[src/hdl/eag_defines.svh]
// constants for the effective address generator
// Overview of operation
// - register indirect via any address register: plain, postinc, predec, disp, index
// - 8 or 16 bit short displacement is sign-extended and added
// - index value is scaled by 1, 2, 4 or 8 before adding
// - index from any data or address register, word or long size
// - base displacement of 16 or 32 bits is added
// - outer displacement is added only after the pointer fetch
// - memory indirect reads a long pointer; index before or after that read
// - pc relative modes offer the same options with pc as base, except postinc and predec, which always use the address register
// - absolute address taken from instruction stream, short or long
// - immediate operand of 8, 16 or 32 bits taken from the stream
// - register direct selects one of eight data or address registers
`ifndef EAG_DEFINES_SVH
`define EAG_DEFINES_SVH
`define EAG_ADDR_W      32
`define EAG_NUM_REGS    8
`define EAG_SEL_W       3
`define EAG_ADDR_RST    32'h0000_0000
`define EAG_SCALE_W     2
`define EAG_SIZE_W      2
`endif

[src/hdl/eag_pkg.sv]
// types for the effective address generator
package eag_pkg;
    typedef enum logic [3:0] {
        EAG_MODE_DREG     = 4'h0,
        EAG_MODE_AREG     = 4'h1,
        EAG_MODE_IND      = 4'h2,
        EAG_MODE_POSTINC  = 4'h3,
        EAG_MODE_PREDEC   = 4'h4,
        EAG_MODE_DISP     = 4'h5,
        EAG_MODE_INDEX    = 4'h6,
        EAG_MODE_MEM_POST = 4'h7,
        EAG_MODE_MEM_PRE  = 4'h8,
        EAG_MODE_ABS_W    = 4'h9,
        EAG_MODE_ABS_L    = 4'hA,
        EAG_MODE_IMM      = 4'hB
    } eag_mode_e;
    typedef enum logic [1:0] {
        EAG_SZ_BYTE = 2'h0,
        EAG_SZ_WORD = 2'h1,
        EAG_SZ_LONG = 2'h2
    } eag_size_e;
    typedef enum logic [1:0] {
        EAG_ST_IDLE  = 2'b00,
        EAG_ST_FETCH = 2'b01,
        EAG_ST_DONE  = 2'b10
    } eag_state_e;
endpackage

[src/hdl/eag_index_unit.sv]
// scaled index operand former
`timescale 1ns/10ps
`include "eag_defines.svh"
module eag_index_unit
    import eag_pkg::*;
#(
    parameter int ADDR_W = `EAG_ADDR_W
) (
    // index source and format
    input  wire logic [ADDR_W-1:0] index_val_i,
    input  wire logic              index_long_i,
    input  wire logic [1:0]        index_scale_i,
    // scaled result
    output logic      [ADDR_W-1:0] index_scaled_o
);
    initial begin
        if (ADDR_W != 32) $error("eag_index_unit supports 32-bit only");
    end
    logic [ADDR_W-1:0] ext;
    // word index is sign-extended from its low half
    assign ext = index_long_i ? index_val_i
               : {{(ADDR_W-16){index_val_i[15]}}, index_val_i[15:0]};
    // shift drops carried-out bits, so the sum wraps
    assign index_scaled_o = ext << index_scale_i;
endmodule // eag_index_unit

[src/hdl/eag_effective_address.sv]
// effective address generator datapath and sequencer
`timescale 1ns/10ps
`include "eag_defines.svh"
module eag_effective_address
    import eag_pkg::*;
#(
    parameter int ADDR_W = `EAG_ADDR_W
) (
    // clock and reset
    input  wire logic              clk_i,
    input  wire logic              rstn_i,
    // request from the decoder
    input  wire logic              req_valid_i,
    output logic                   req_ready_o,
    input  wire logic [3:0]        mode_i,
    input  wire logic              pc_base_i,
    input  wire logic [1:0]        op_size_i,
    input  wire logic [2:0]        addr_reg_sel_i,
    input  wire logic [2:0]        data_reg_sel_i,
    input  wire logic [2:0]        index_reg_sel_i,
    input  wire logic              index_is_addr_i,
    input  wire logic              index_long_i,
    input  wire logic [1:0]        index_scale_i,
    input  wire logic              short_disp_8b_i,
    input  wire logic [15:0]       short_displacement_i,
    input  wire logic              base_disp_long_i,
    input  wire logic [31:0]       base_displacement_i,
    input  wire logic              outer_disp_long_i,
    input  wire logic [31:0]       outer_displacement_i,
    input  wire logic [31:0]       ext_word_i,
    input  wire logic [ADDR_W-1:0] pc_i,
    // register file
    input  wire logic [ADDR_W-1:0] data_regs_i [`EAG_NUM_REGS],
    input  wire logic [ADDR_W-1:0] addr_regs_i [`EAG_NUM_REGS],
    output logic                   areg_we_o,
    output logic [2:0]             areg_wsel_o,
    output logic [ADDR_W-1:0]      areg_wdata_o,
    // memory pointer fetch
    output logic                   mem_req_o,
    output logic [ADDR_W-1:0]      mem_addr_o,
    input  wire logic              mem_ack_i,
    input  wire logic [31:0]       mem_rdata_i,
    // result
    output logic                   res_valid_o,
    output logic                   res_is_operand_o,
    output logic [ADDR_W-1:0]      res_value_o
);
    initial begin
        if (ADDR_W != 32) $error("eag_effective_address needs ADDR_W 32");
    end

    function automatic logic [ADDR_W-1:0] sext16(input logic [15:0] v);
        return {{(ADDR_W-16){v[15]}}, v};
    endfunction
    function automatic logic [ADDR_W-1:0] size_bytes(input logic [1:0] s);
        return (s == EAG_SZ_BYTE) ? 32'h0000_0001
             : (s == EAG_SZ_WORD) ? 32'h0000_0002 : 32'h0000_0004;
    endfunction

    eag_state_e        state_reg;
    logic [ADDR_W-1:0] hold_index_reg;
    logic [ADDR_W-1:0] hold_outer_reg;
    logic              hold_post_reg;

    logic [ADDR_W-1:0] base, idx_raw, idx_scaled, sdisp, bdisp, odisp;
    logic [ADDR_W-1:0] abase, sum_disp, sum_idx, sum_mem, step;

    eag_index_unit #(.ADDR_W(ADDR_W)) u_index (
        .index_val_i    (idx_raw),
        .index_long_i   (index_long_i),
        .index_scale_i  (index_scale_i),
        .index_scaled_o (idx_scaled)
    );

    assign abase   = addr_regs_i[addr_reg_sel_i];
    assign base    = pc_base_i ? pc_i : abase;
    assign idx_raw = index_is_addr_i ? addr_regs_i[index_reg_sel_i]
                   : data_regs_i[index_reg_sel_i];
    assign sdisp   = short_disp_8b_i
                   ? {{(ADDR_W-8){short_displacement_i[7]}},
                      short_displacement_i[7:0]}
                   : sext16(short_displacement_i);
    assign bdisp   = base_disp_long_i ? base_displacement_i
                   : sext16(base_displacement_i[15:0]);
    assign odisp   = outer_disp_long_i ? outer_displacement_i
                   : sext16(outer_displacement_i[15:0]);
    assign step    = size_bytes(op_size_i);
    assign sum_disp = base + sdisp;
    assign sum_idx  = base + sdisp + idx_scaled;
    // preindexed form folds the index in before the pointer read
    assign sum_mem  = base + bdisp
                    + ((mode_i == EAG_MODE_MEM_PRE) ? idx_scaled : '0);

    assign req_ready_o = (state_reg == EAG_ST_IDLE);

    logic accept;
    assign accept = req_valid_i && req_ready_o;

    // sequencer
    always_ff @(posedge clk_i or negedge rstn_i) begin
        if (!rstn_i) begin
            state_reg <= EAG_ST_IDLE;
        end else begin
            case (state_reg)
                EAG_ST_IDLE: begin
                    if (accept && (mode_i == EAG_MODE_MEM_POST ||
                                   mode_i == EAG_MODE_MEM_PRE)) begin
                        state_reg <= EAG_ST_FETCH;
                    end else if (accept) begin
                        state_reg <= EAG_ST_DONE;
                    end
                end
                EAG_ST_FETCH: begin
                    if (mem_ack_i) begin
                        state_reg <= EAG_ST_DONE;
                    end
                end
                default: state_reg <= EAG_ST_IDLE;
            endcase
        end
    end

    // held terms for the post-fetch stage
    always_ff @(posedge clk_i or negedge rstn_i) begin
        if (!rstn_i) begin
            hold_index_reg <= `EAG_ADDR_RST;
            hold_outer_reg <= `EAG_ADDR_RST;
            hold_post_reg  <= 1'b0;
        end else if (accept) begin
            hold_index_reg <= idx_scaled;
            hold_outer_reg <= odisp;
            hold_post_reg  <= (mode_i == EAG_MODE_MEM_POST);
        end
    end

    // pointer fetch port
    always_ff @(posedge clk_i or negedge rstn_i) begin
        if (!rstn_i) begin
            mem_req_o  <= 1'b0;
            mem_addr_o <= `EAG_ADDR_RST;
        end else if (accept && (mode_i == EAG_MODE_MEM_POST ||
                                mode_i == EAG_MODE_MEM_PRE)) begin
            mem_req_o  <= 1'b1;
            mem_addr_o <= sum_mem;
        end else if (mem_ack_i) begin
            mem_req_o  <= 1'b0;
        end
    end

    // result and address register update
    always_ff @(posedge clk_i or negedge rstn_i) begin
        if (!rstn_i) begin
            res_valid_o      <= 1'b0;
            res_is_operand_o <= 1'b0;
            res_value_o      <= `EAG_ADDR_RST;
            areg_we_o        <= 1'b0;
            areg_wsel_o      <= 3'h0;
            areg_wdata_o     <= `EAG_ADDR_RST;
        end else begin
            res_valid_o <= 1'b0;
            areg_we_o   <= 1'b0;
            if (state_reg == EAG_ST_FETCH && mem_ack_i) begin
                res_valid_o      <= 1'b1;
                res_is_operand_o <= 1'b0;
                // outer displacement only after the pointer arrives
                res_value_o <= mem_rdata_i + hold_outer_reg
                    + (hold_post_reg ? hold_index_reg : '0);
            end else if (accept && mode_i != EAG_MODE_MEM_POST &&
                         mode_i != EAG_MODE_MEM_PRE) begin
                res_valid_o      <= 1'b1;
                res_is_operand_o <= 1'b0;
                areg_wsel_o      <= addr_reg_sel_i;
                case (mode_i)
                    EAG_MODE_DREG: begin
                        res_is_operand_o <= 1'b1;
                        res_value_o <= data_regs_i[data_reg_sel_i];
                    end
                    EAG_MODE_AREG: begin
                        res_is_operand_o <= 1'b1;
                        res_value_o <= abase;
                    end
                    EAG_MODE_IND: res_value_o <= base;
                    EAG_MODE_POSTINC: begin
                        res_value_o  <= abase;
                        areg_we_o    <= 1'b1;
                        areg_wdata_o <= abase + step;
                    end
                    EAG_MODE_PREDEC: begin
                        res_value_o  <= abase - step;
                        areg_we_o    <= 1'b1;
                        areg_wdata_o <= abase - step;
                    end
                    EAG_MODE_DISP:   res_value_o <= sum_disp;
                    EAG_MODE_INDEX:  res_value_o <= sum_idx;
                    EAG_MODE_ABS_W: begin
                        res_value_o <= sext16(ext_word_i[15:0]);
                    end
                    EAG_MODE_ABS_L:  res_value_o <= ext_word_i;
                    EAG_MODE_IMM: begin
                        res_is_operand_o <= 1'b1;
                        res_value_o <= (op_size_i == EAG_SZ_BYTE)
                            ? {24'h00_0000, ext_word_i[7:0]}
                            : (op_size_i == EAG_SZ_WORD)
                            ? {16'h0000, ext_word_i[15:0]}
                            : ext_word_i;
                    end
                    default: res_value_o <= base;
                endcase
            end
        end
    end

    // a completed pointer read always yields a result in the next cycle
    a_fetch_done_ack:
        assert property (@(posedge clk_i) disable iff (!rstn_i)
        (state_reg == EAG_ST_FETCH && mem_ack_i) |=> res_valid_o)
        else $error("pointer fetch did not yield result");
    a_postinc_step:
        assert property (@(posedge clk_i) disable iff (!rstn_i)
        (accept && mode_i == EAG_MODE_POSTINC) |=>
        (areg_we_o && areg_wdata_o == res_value_o + $past(step)))
        else $error("postincrement step wrong");
    // write checked against the register before the access; result must equal the write
    a_predec_match:
        assert property (@(posedge clk_i) disable iff (!rstn_i)
        (accept && mode_i == EAG_MODE_PREDEC) |=>
        (areg_we_o && areg_wdata_o == $past(abase) - $past(step)
         && res_value_o == areg_wdata_o))
        else $error("predecrement address mismatch");
    a_disp_sum:
        assert property (@(posedge clk_i) disable iff (!rstn_i)
        (accept && mode_i == EAG_MODE_DISP) |=>
        res_value_o == $past(base) + $past(sdisp))
        else $error("displacement sum wrong");
    a_mem_issue:
        assert property (@(posedge clk_i) disable iff (!rstn_i)
        (accept && mode_i == EAG_MODE_MEM_PRE) |=>
        (mem_req_o && mem_addr_o == $past(base) + $past(bdisp)
         + $past(idx_scaled)))
        else $error("preindexed pointer address wrong");
    a_direct_op:
        assert property (@(posedge clk_i) disable iff (!rstn_i)
        (accept && mode_i == EAG_MODE_DREG) |=>
        (res_is_operand_o && !mem_req_o))
        else $error("register direct touched memory");
    a_abs_short:
        assert property (@(posedge clk_i) disable iff (!rstn_i)
        (accept && mode_i == EAG_MODE_ABS_W) |=>
        res_value_o[31:16] == {16{res_value_o[15]}})
        else $error("absolute short not sign-extended");
    a_pc_base:
        assert property (@(posedge clk_i) disable iff (!rstn_i)
        (accept && mode_i == EAG_MODE_IND && pc_base_i) |=>
        res_value_o == $past(pc_i))
        else $error("pc base not used");
endmodule // eag_effective_address

[config.mk]
export PLATFORM = sky130hd
export DESIGN_NAME = eag_effective_address
export DESIGN_NICKNAME = d
export VERILOG_FILES = /design/src/hdl/eag_pkg.sv /design/src/hdl/eag_index_unit.sv /design/src/hdl/eag_effective_address.sv
export VERILOG_INCLUDE_DIRS = /design/src /design/src/hdl
export SDC_FILE = /design/constraint.sdc
export NUM_CORES = 1
export LEC_CHECK = 0
export ABC_AREA = 1
export BUFFER_PORTS_ARGS = -buffer_cell sky130_fd_sc_hd__buf_2
export CAP_MARGIN = 20
export CORE_AREA = 5 5 312 314
export DETAILED_ROUTE_END_ITERATION = 8
export DIE_AREA = 0 0 317 319
export MAX_ROUTING_LAYER = met4
export PLACE_DENSITY = 0.5
export SYNTH_ARGS = -nofsm -noshare
export SYNTH_HDL_FRONTEND = slang
export SYNTH_SLANG_ARGS = --single-unit
export TNS_END_PERCENT = 20
[constraint.sdc]
create_clock -name clk_i -period 7.1 [get_ports clk_i]
set_input_delay 0 -clock clk_i [delete_from_list [all_inputs] [get_ports clk_i]]
set_output_delay 0 -clock clk_i [all_outputs]
set_load 0.02 [all_outputs]
# [After elaboration in Yosys (flattened, before gate mapping)]
# Index checks and enable logic that the tools add are counted.
[totals] reg_bits=170 output_inout_bits=104
[classes] add_sub_neg=8 order_cmp=3 n_eq_ne=16 n_shift=1 muxes=42 n_bitwise=4 reduce_logical=18
[op_table] op="2-to-1 mux 32 bit" count=20
[op_table] op="binary-select mux 32 bit (select 3 bit)" count=4
[op_table] op="one-hot mux 32 bit (8 select lines)" count=1
[op_table] op="adder 32 bit" count=6
[op_table] op="one-hot mux 32 bit (2 select lines)" count=1
[op_table] op="adder 32 x 3 -> 32 bit" count=1
[op_table] op="<< shifter 32 x 2 -> 32 bit" count=1
[op_table] op="subtractor 32 x 3 -> 32 bit" count=1
[op_table] op="== test 4 x 3 -> 1 bit (second input constant)" count=4
[op_table] op="== test 4 bit (second input constant)" count=4
[op_table] op="greater-or-equal comparator 4 bit (second input constant)" count=3
[op_table] op="NOT 3 -> 4 bit" count=3
[op_table] op="2-to-1 mux 1 bit" count=10
[op_table] op="2-to-1 mux 2 bit" count=3
[op_table] op="2-to-1 mux 3 bit" count=2
[op_table] op="nonzero test 2 bit" count=3
[op_table] op="logical AND 1 bit" count=5
[op_table] op="== test 2 x 1 -> 1 bit (second input constant)" count=2
[op_table] op="== test 4 x 1 -> 1 bit (second input constant)" count=1
[op_table] op="== test 4 x 2 -> 1 bit (second input constant)" count=1
[op_table] op="zero test 2 bit" count=2
[op_table] op="zero test 4 bit" count=1
[op_table] op="inequality test 4 x 3 -> 1 bit (second input constant)" count=1
[op_table] op="inequality test 4 bit (second input constant)" count=1
[op_table] op="other kinds (9)" count=11

# [Longest topological paths before layout]
[depth] depth_word=11 mapped_depth=42

# [Hierarchy]
# From an unflattened synthesis, not the netlist that was laid out.
[hier_totals] cells_unflattened=5385 hier_area_um2=30289.0
[modules_own_cells] mod="eag_effective_address" n_inst=1 cells_each=5201 area_each_um2=29348.1 seq_area_each_um2=4254.1
[modules_own_cells] mod="eag_index_unit" n_inst=1 cells_each=184 area_each_um2=940.9 seq_area_each_um2=0.0

# [Worst setup path after synthesis]
# No wires, ideal clock.
[synth_path] kind="input-to-reg" from="input port addr_reg_sel_i[0]" to="register res_value_o[25]" t_arrival_ps=4276 slack_ps=2706 path_stages=38 path_buffers=4 cell_sequence="buf_6 > buf_4 > buf_2 > clkbuf_1 > o21ai_0 > nand3_1 > nand2_1 > nand2_1 > o21ai_0 > inv_1 > ha_1 > inv_1 > fa_1 > inv_1 > nand3_1 > nand2_1 > nand2_1 > nand2_1 > (+2 left out) > a21boi_0 > o21ai_0 > xor2_1 > ha_1 > a21oi_1 > inv_1 > a21oi_1 > inv_1 > o21ai_0 > inv_1 > nand2_1 > nand2_1 > xnor2_1 > nor2_1 > nor2_1 > nand2_1 > a21oi_1 > nor2_1"
[synth_via] elab_chain_cells=10 word_cells_on_any_way=11 cone_classes="add/sub (3); mux (7); bitwise (1)"
[synth_rtl] element="start, declared" line_no="eag_effective_address.sv:18" source="input wire logic [2:0] addr_reg_sel_i,"
[synth_rtl] element="NOT 3 -> 4 bit (not written as such) (*)" line_no="eag_effective_address.sv:75" source="assign abase = addr_regs_i[addr_reg_sel_i];"
[synth_rtl] element="binary-select mux 32 bit (select 3 bit) (*)" line_no="eag_effective_address.sv:75"
[synth_rtl] element="2-to-1 mux 32 bit (not written as such) (*) (2 in a row)" line_no="eag_effective_address.sv:75"
[synth_rtl] element="2-to-1 mux 32 bit" line_no="eag_effective_address.sv:76" source="assign base = pc_base_i ? pc_i : abase;"
[synth_rtl] element="adder 32 bit" line_no="eag_effective_address.sv:88, eag_effective_address.sv:89"
[synth_rtl] element="adder 32 bit" line_no="eag_effective_address.sv:89" source="assign sum_idx = base + sdisp + idx_scaled;"
[synth_rtl] element="one-hot mux 32 bit (8 select lines) (*)" line_no="eag_effective_address.sv:173" source="case (mode_i)"
[synth_rtl] element="2-to-1 mux 32 bit (*)" line_no="eag_effective_address.sv:168" source="end else if (accept && mode_i != EAG_MODE_MEM_POST &&"
[synth_rtl] element="2-to-1 mux 32 bit (*)" line_no="eag_effective_address.sv:162" source="if (state_reg == EAG_ST_FETCH && mem_ack_i) begin"
[synth_rtl] element="end signal, assigned" line_no="eag_effective_address.sv:166" source="res_value_o <= mem_rdata_i + hold_outer_reg"
[synth_rtl] element="end signal, assigned" line_no="eag_effective_address.sv:176" source="res_value_o <= data_regs_i[data_reg_sel_i];"
[synth_rtl] element="end signal, assigned" line_no="eag_effective_address.sv:180" source="res_value_o <= abase;"
[synth_rtl] element="end, declared" line_no="eag_effective_address.sv:46" source="output logic [ADDR_W-1:0] res_value_o"
# Mark *: on every way between the ends. The rest lies on a longest branch, timed or not. The select of a mux whose other input is x is not followed.
# A chain may end at the register's enable or synchronous reset.

# [Worst setup path after layout]
[layout_path] from="input port addr_reg_sel_i[0]" to="register res_value_o[26]"
# The elaborated chain is that of the path after synthesis.

==> summary.txt <==
Run status -> complete, no violations
Peak VDD IR -> 216 uV
Post-synthesis register bit count -> 170
HP Class -> primary input to flip-flop
Fin cells -> 7,155
# rows -> 113
Initial Util -> 0.313
# port buffers -> 818
HPWL Detailed -> 170,000 um
Skew-Pair Late Insertion Delay -> 530 ps
Top cells by area, synth -> nand2_1 16%, dfrtp_1 14%, o21ai_0 11%, a21oi_1 7.9%, inv_1 7.4%
Die height -> 319 um
Slowest-stage cell, CP -> o21ai_0
Largest net degree at the start of global routing -> 159
Worst-Margin Slew -> 1310 ps
Cts bufs inserted -> 17
Yosys warnings -> 0
Vias in the first global route -> 38,145
Layout fillers -> 10,749
RSZ-0062 raised after global routing -> no
Die Wd -> 317 um
Ys flop type -> dfrtp_1
Layout cells sized above 1 -> 0.192
Final setup vio count -> 0
Final nets -> 6,737
Relative slew slack -> 0.118
Global route overflow -> 0
Worst R2R Setup Slack -> 2590 ps
Post-synth EDFFs -> 0
Clock root buffer -> clkbuf_16
CTS Buffer Depth -> 2
Max Freq -> 176 MHz
H-tree levels -> 4
Final Util -> 0.384
DIE AREA -> 101,000 um2
Synth top area share -> 0.155
Placed insts -> 7,013
Fraction of registers with async set/reset -> 1.00
CP endpoint kind -> flip-flop
Most frequent CP cell -> nor2_1
Worst Hold Depth -> 5
Core Region -> 94,300 um2
Setup TNS -> 0 ps
Maxcap violations -> 0
Syn_area_per_cell -> 5.78 um2
Slew Viols, Final -> 0
Initial antenna violation count -> 63
Area grow syn2layout -> 22.8%
Cell count after synthesis -> 5,101
Post-synth cell types -> 60
PwrDens -> 207 nW/um2
CP required -> 7510 ps
Post-DP Area -> 34,900 um2
Syn Std Cell Area -> 29,500 um2
Pre-CTS setup slack -> 958 ps
Max incr delay on CP -> 700 ps
Antenna-violating nets left -> 0
Iter 0 DRT Violations -> 4,645
Worst Path Arrival -> 6100 ps
Tcrit/Tclk final -> 0.802
Clk slew on worst S/H paths -> 80 ps
GPL Wtd Cong -> 1.08
Fin area -> 36,200 um2
Register area share after synthesis -> 0.144
GRT Total Usage -> 0.394
First-pass GRT wire length -> 280,000 um
Critical path launch point type -> primary input
CTS tree -> built
CP max FO -> 102
Wirelength, routed -> 202,000 um
Routed vias/inst -> 5.63
Count leader, synth -> nand2_1
Drt wl/cell -> 28.3 um
# IOs -> 819
Setup Skew -> 27.0 ps
Final count of hold timing violations -> 0
Commonest cells post-synth -> 1,222 x nand2_1, 625 x o21ai_0, 580 x inv_1, 463 x a21oi_1, 447 x nor2_1
P_leak -> 18.3 nW
Syn_nets -> 6,012
Worst setup margin -> 1400 ps
Residual DRC -> 0
Vias after detailed routing -> 40,270
Cell taking the most area after synthesis -> nand2_1
Cell count of the worst reg-to-reg path -> 20
DRT Pass-1 Iters -> 6
Critical path class -> primary input to flip-flop
Shortest period the worst path allows -> 5700 ps
Sink Count -> 170
cell families after synthesis:
group / count (synthesis) / share of synthesized area
compound gates: 1546 / 0.297
fa+ha+maj: 196 / 0.100
xor+xnor: 53 / 0.0157
buf+inv: 901 / 0.125
flops: 170 / 0.144
simple gates: 2235 / 0.318
placed cells by master (no fill, tap or decap), drive strengths merged, types with 68 or more instances in the layout:
cell       n
nand2   1242
buf      945
o21ai    699
inv      604
nor2     474
a21oi    463
nand3    372
o211ai   185
dfrtp    170
ha       128
a31oi     81
fa        68
per-layer routing:
layer	track usage	part of all wire
met5	-	0
met4	0.185	0.058
met3	0.0779	0.093
met2	0.612	0.45
met1	0.492	0.40
area by class of cell:
class / count / area (um2) / area share
Antenna cell: 51 / 128 / 0.00352
Clock buffer: 18 / 439 / 0.0121
Clock inverter: 14 / 181 / 0.00501
Inverter: 604 / 2270 / 0.0627
Multi-Input combinational cell: 4030 / 21600 / 0.597
Sequential cell: 170 / 4250 / 0.117
Tap cell: 1265 / 1580 / 0.0437
Timing Repair Buffer: 1003 / 5740 / 0.159
per-stage QoR:
step	hold slack [ps]	total power, mW
final	24.4	7.48
after global routing	53.9	7.95
after CTS	4.56	7.41
after detailed placement	83.6	6.31
after global placement	82.8	6.33
after floorplan	-296	4.31
critical path, delay by kind of cell:
family,cells,cell delay (ps)
compound gates,10,2120
simple gates,11,1420
buf+inv,4,1180
fa+ha+maj,2,750
xor+xnor,2,500
path summary, 6_finish.rpt:
kind                              startpoint         endpoint
setup / recovery           addr_reg_sel_i[0]  res_value_o[26]
hold / removal                mem_rdata_i[1]   res_value_o[1]
setup reg to reg               hold_post_reg  res_value_o[27]
hold reg to reg               mem_addr_o[16]   mem_addr_o[16]
max in group asynchronous             rstn_i   mem_addr_o[27]
min in group asynchronous             rstn_i   res_value_o[1]
repair_timing:
item	CTS	global route
hold buffers	58	0
gates resized for setup	0	0
hold endpoints to repair	111	0
buffers inserted	0	0
where the power goes:
part	internal [mW]	switching, mW	leakage (nW)
Combinational	1.57	3.35	15.9
Sequential	1.27	0.236	2.04
Clock	0.515	0.540	0.296
Note: power is estimated with default switching activity, not from simulation.
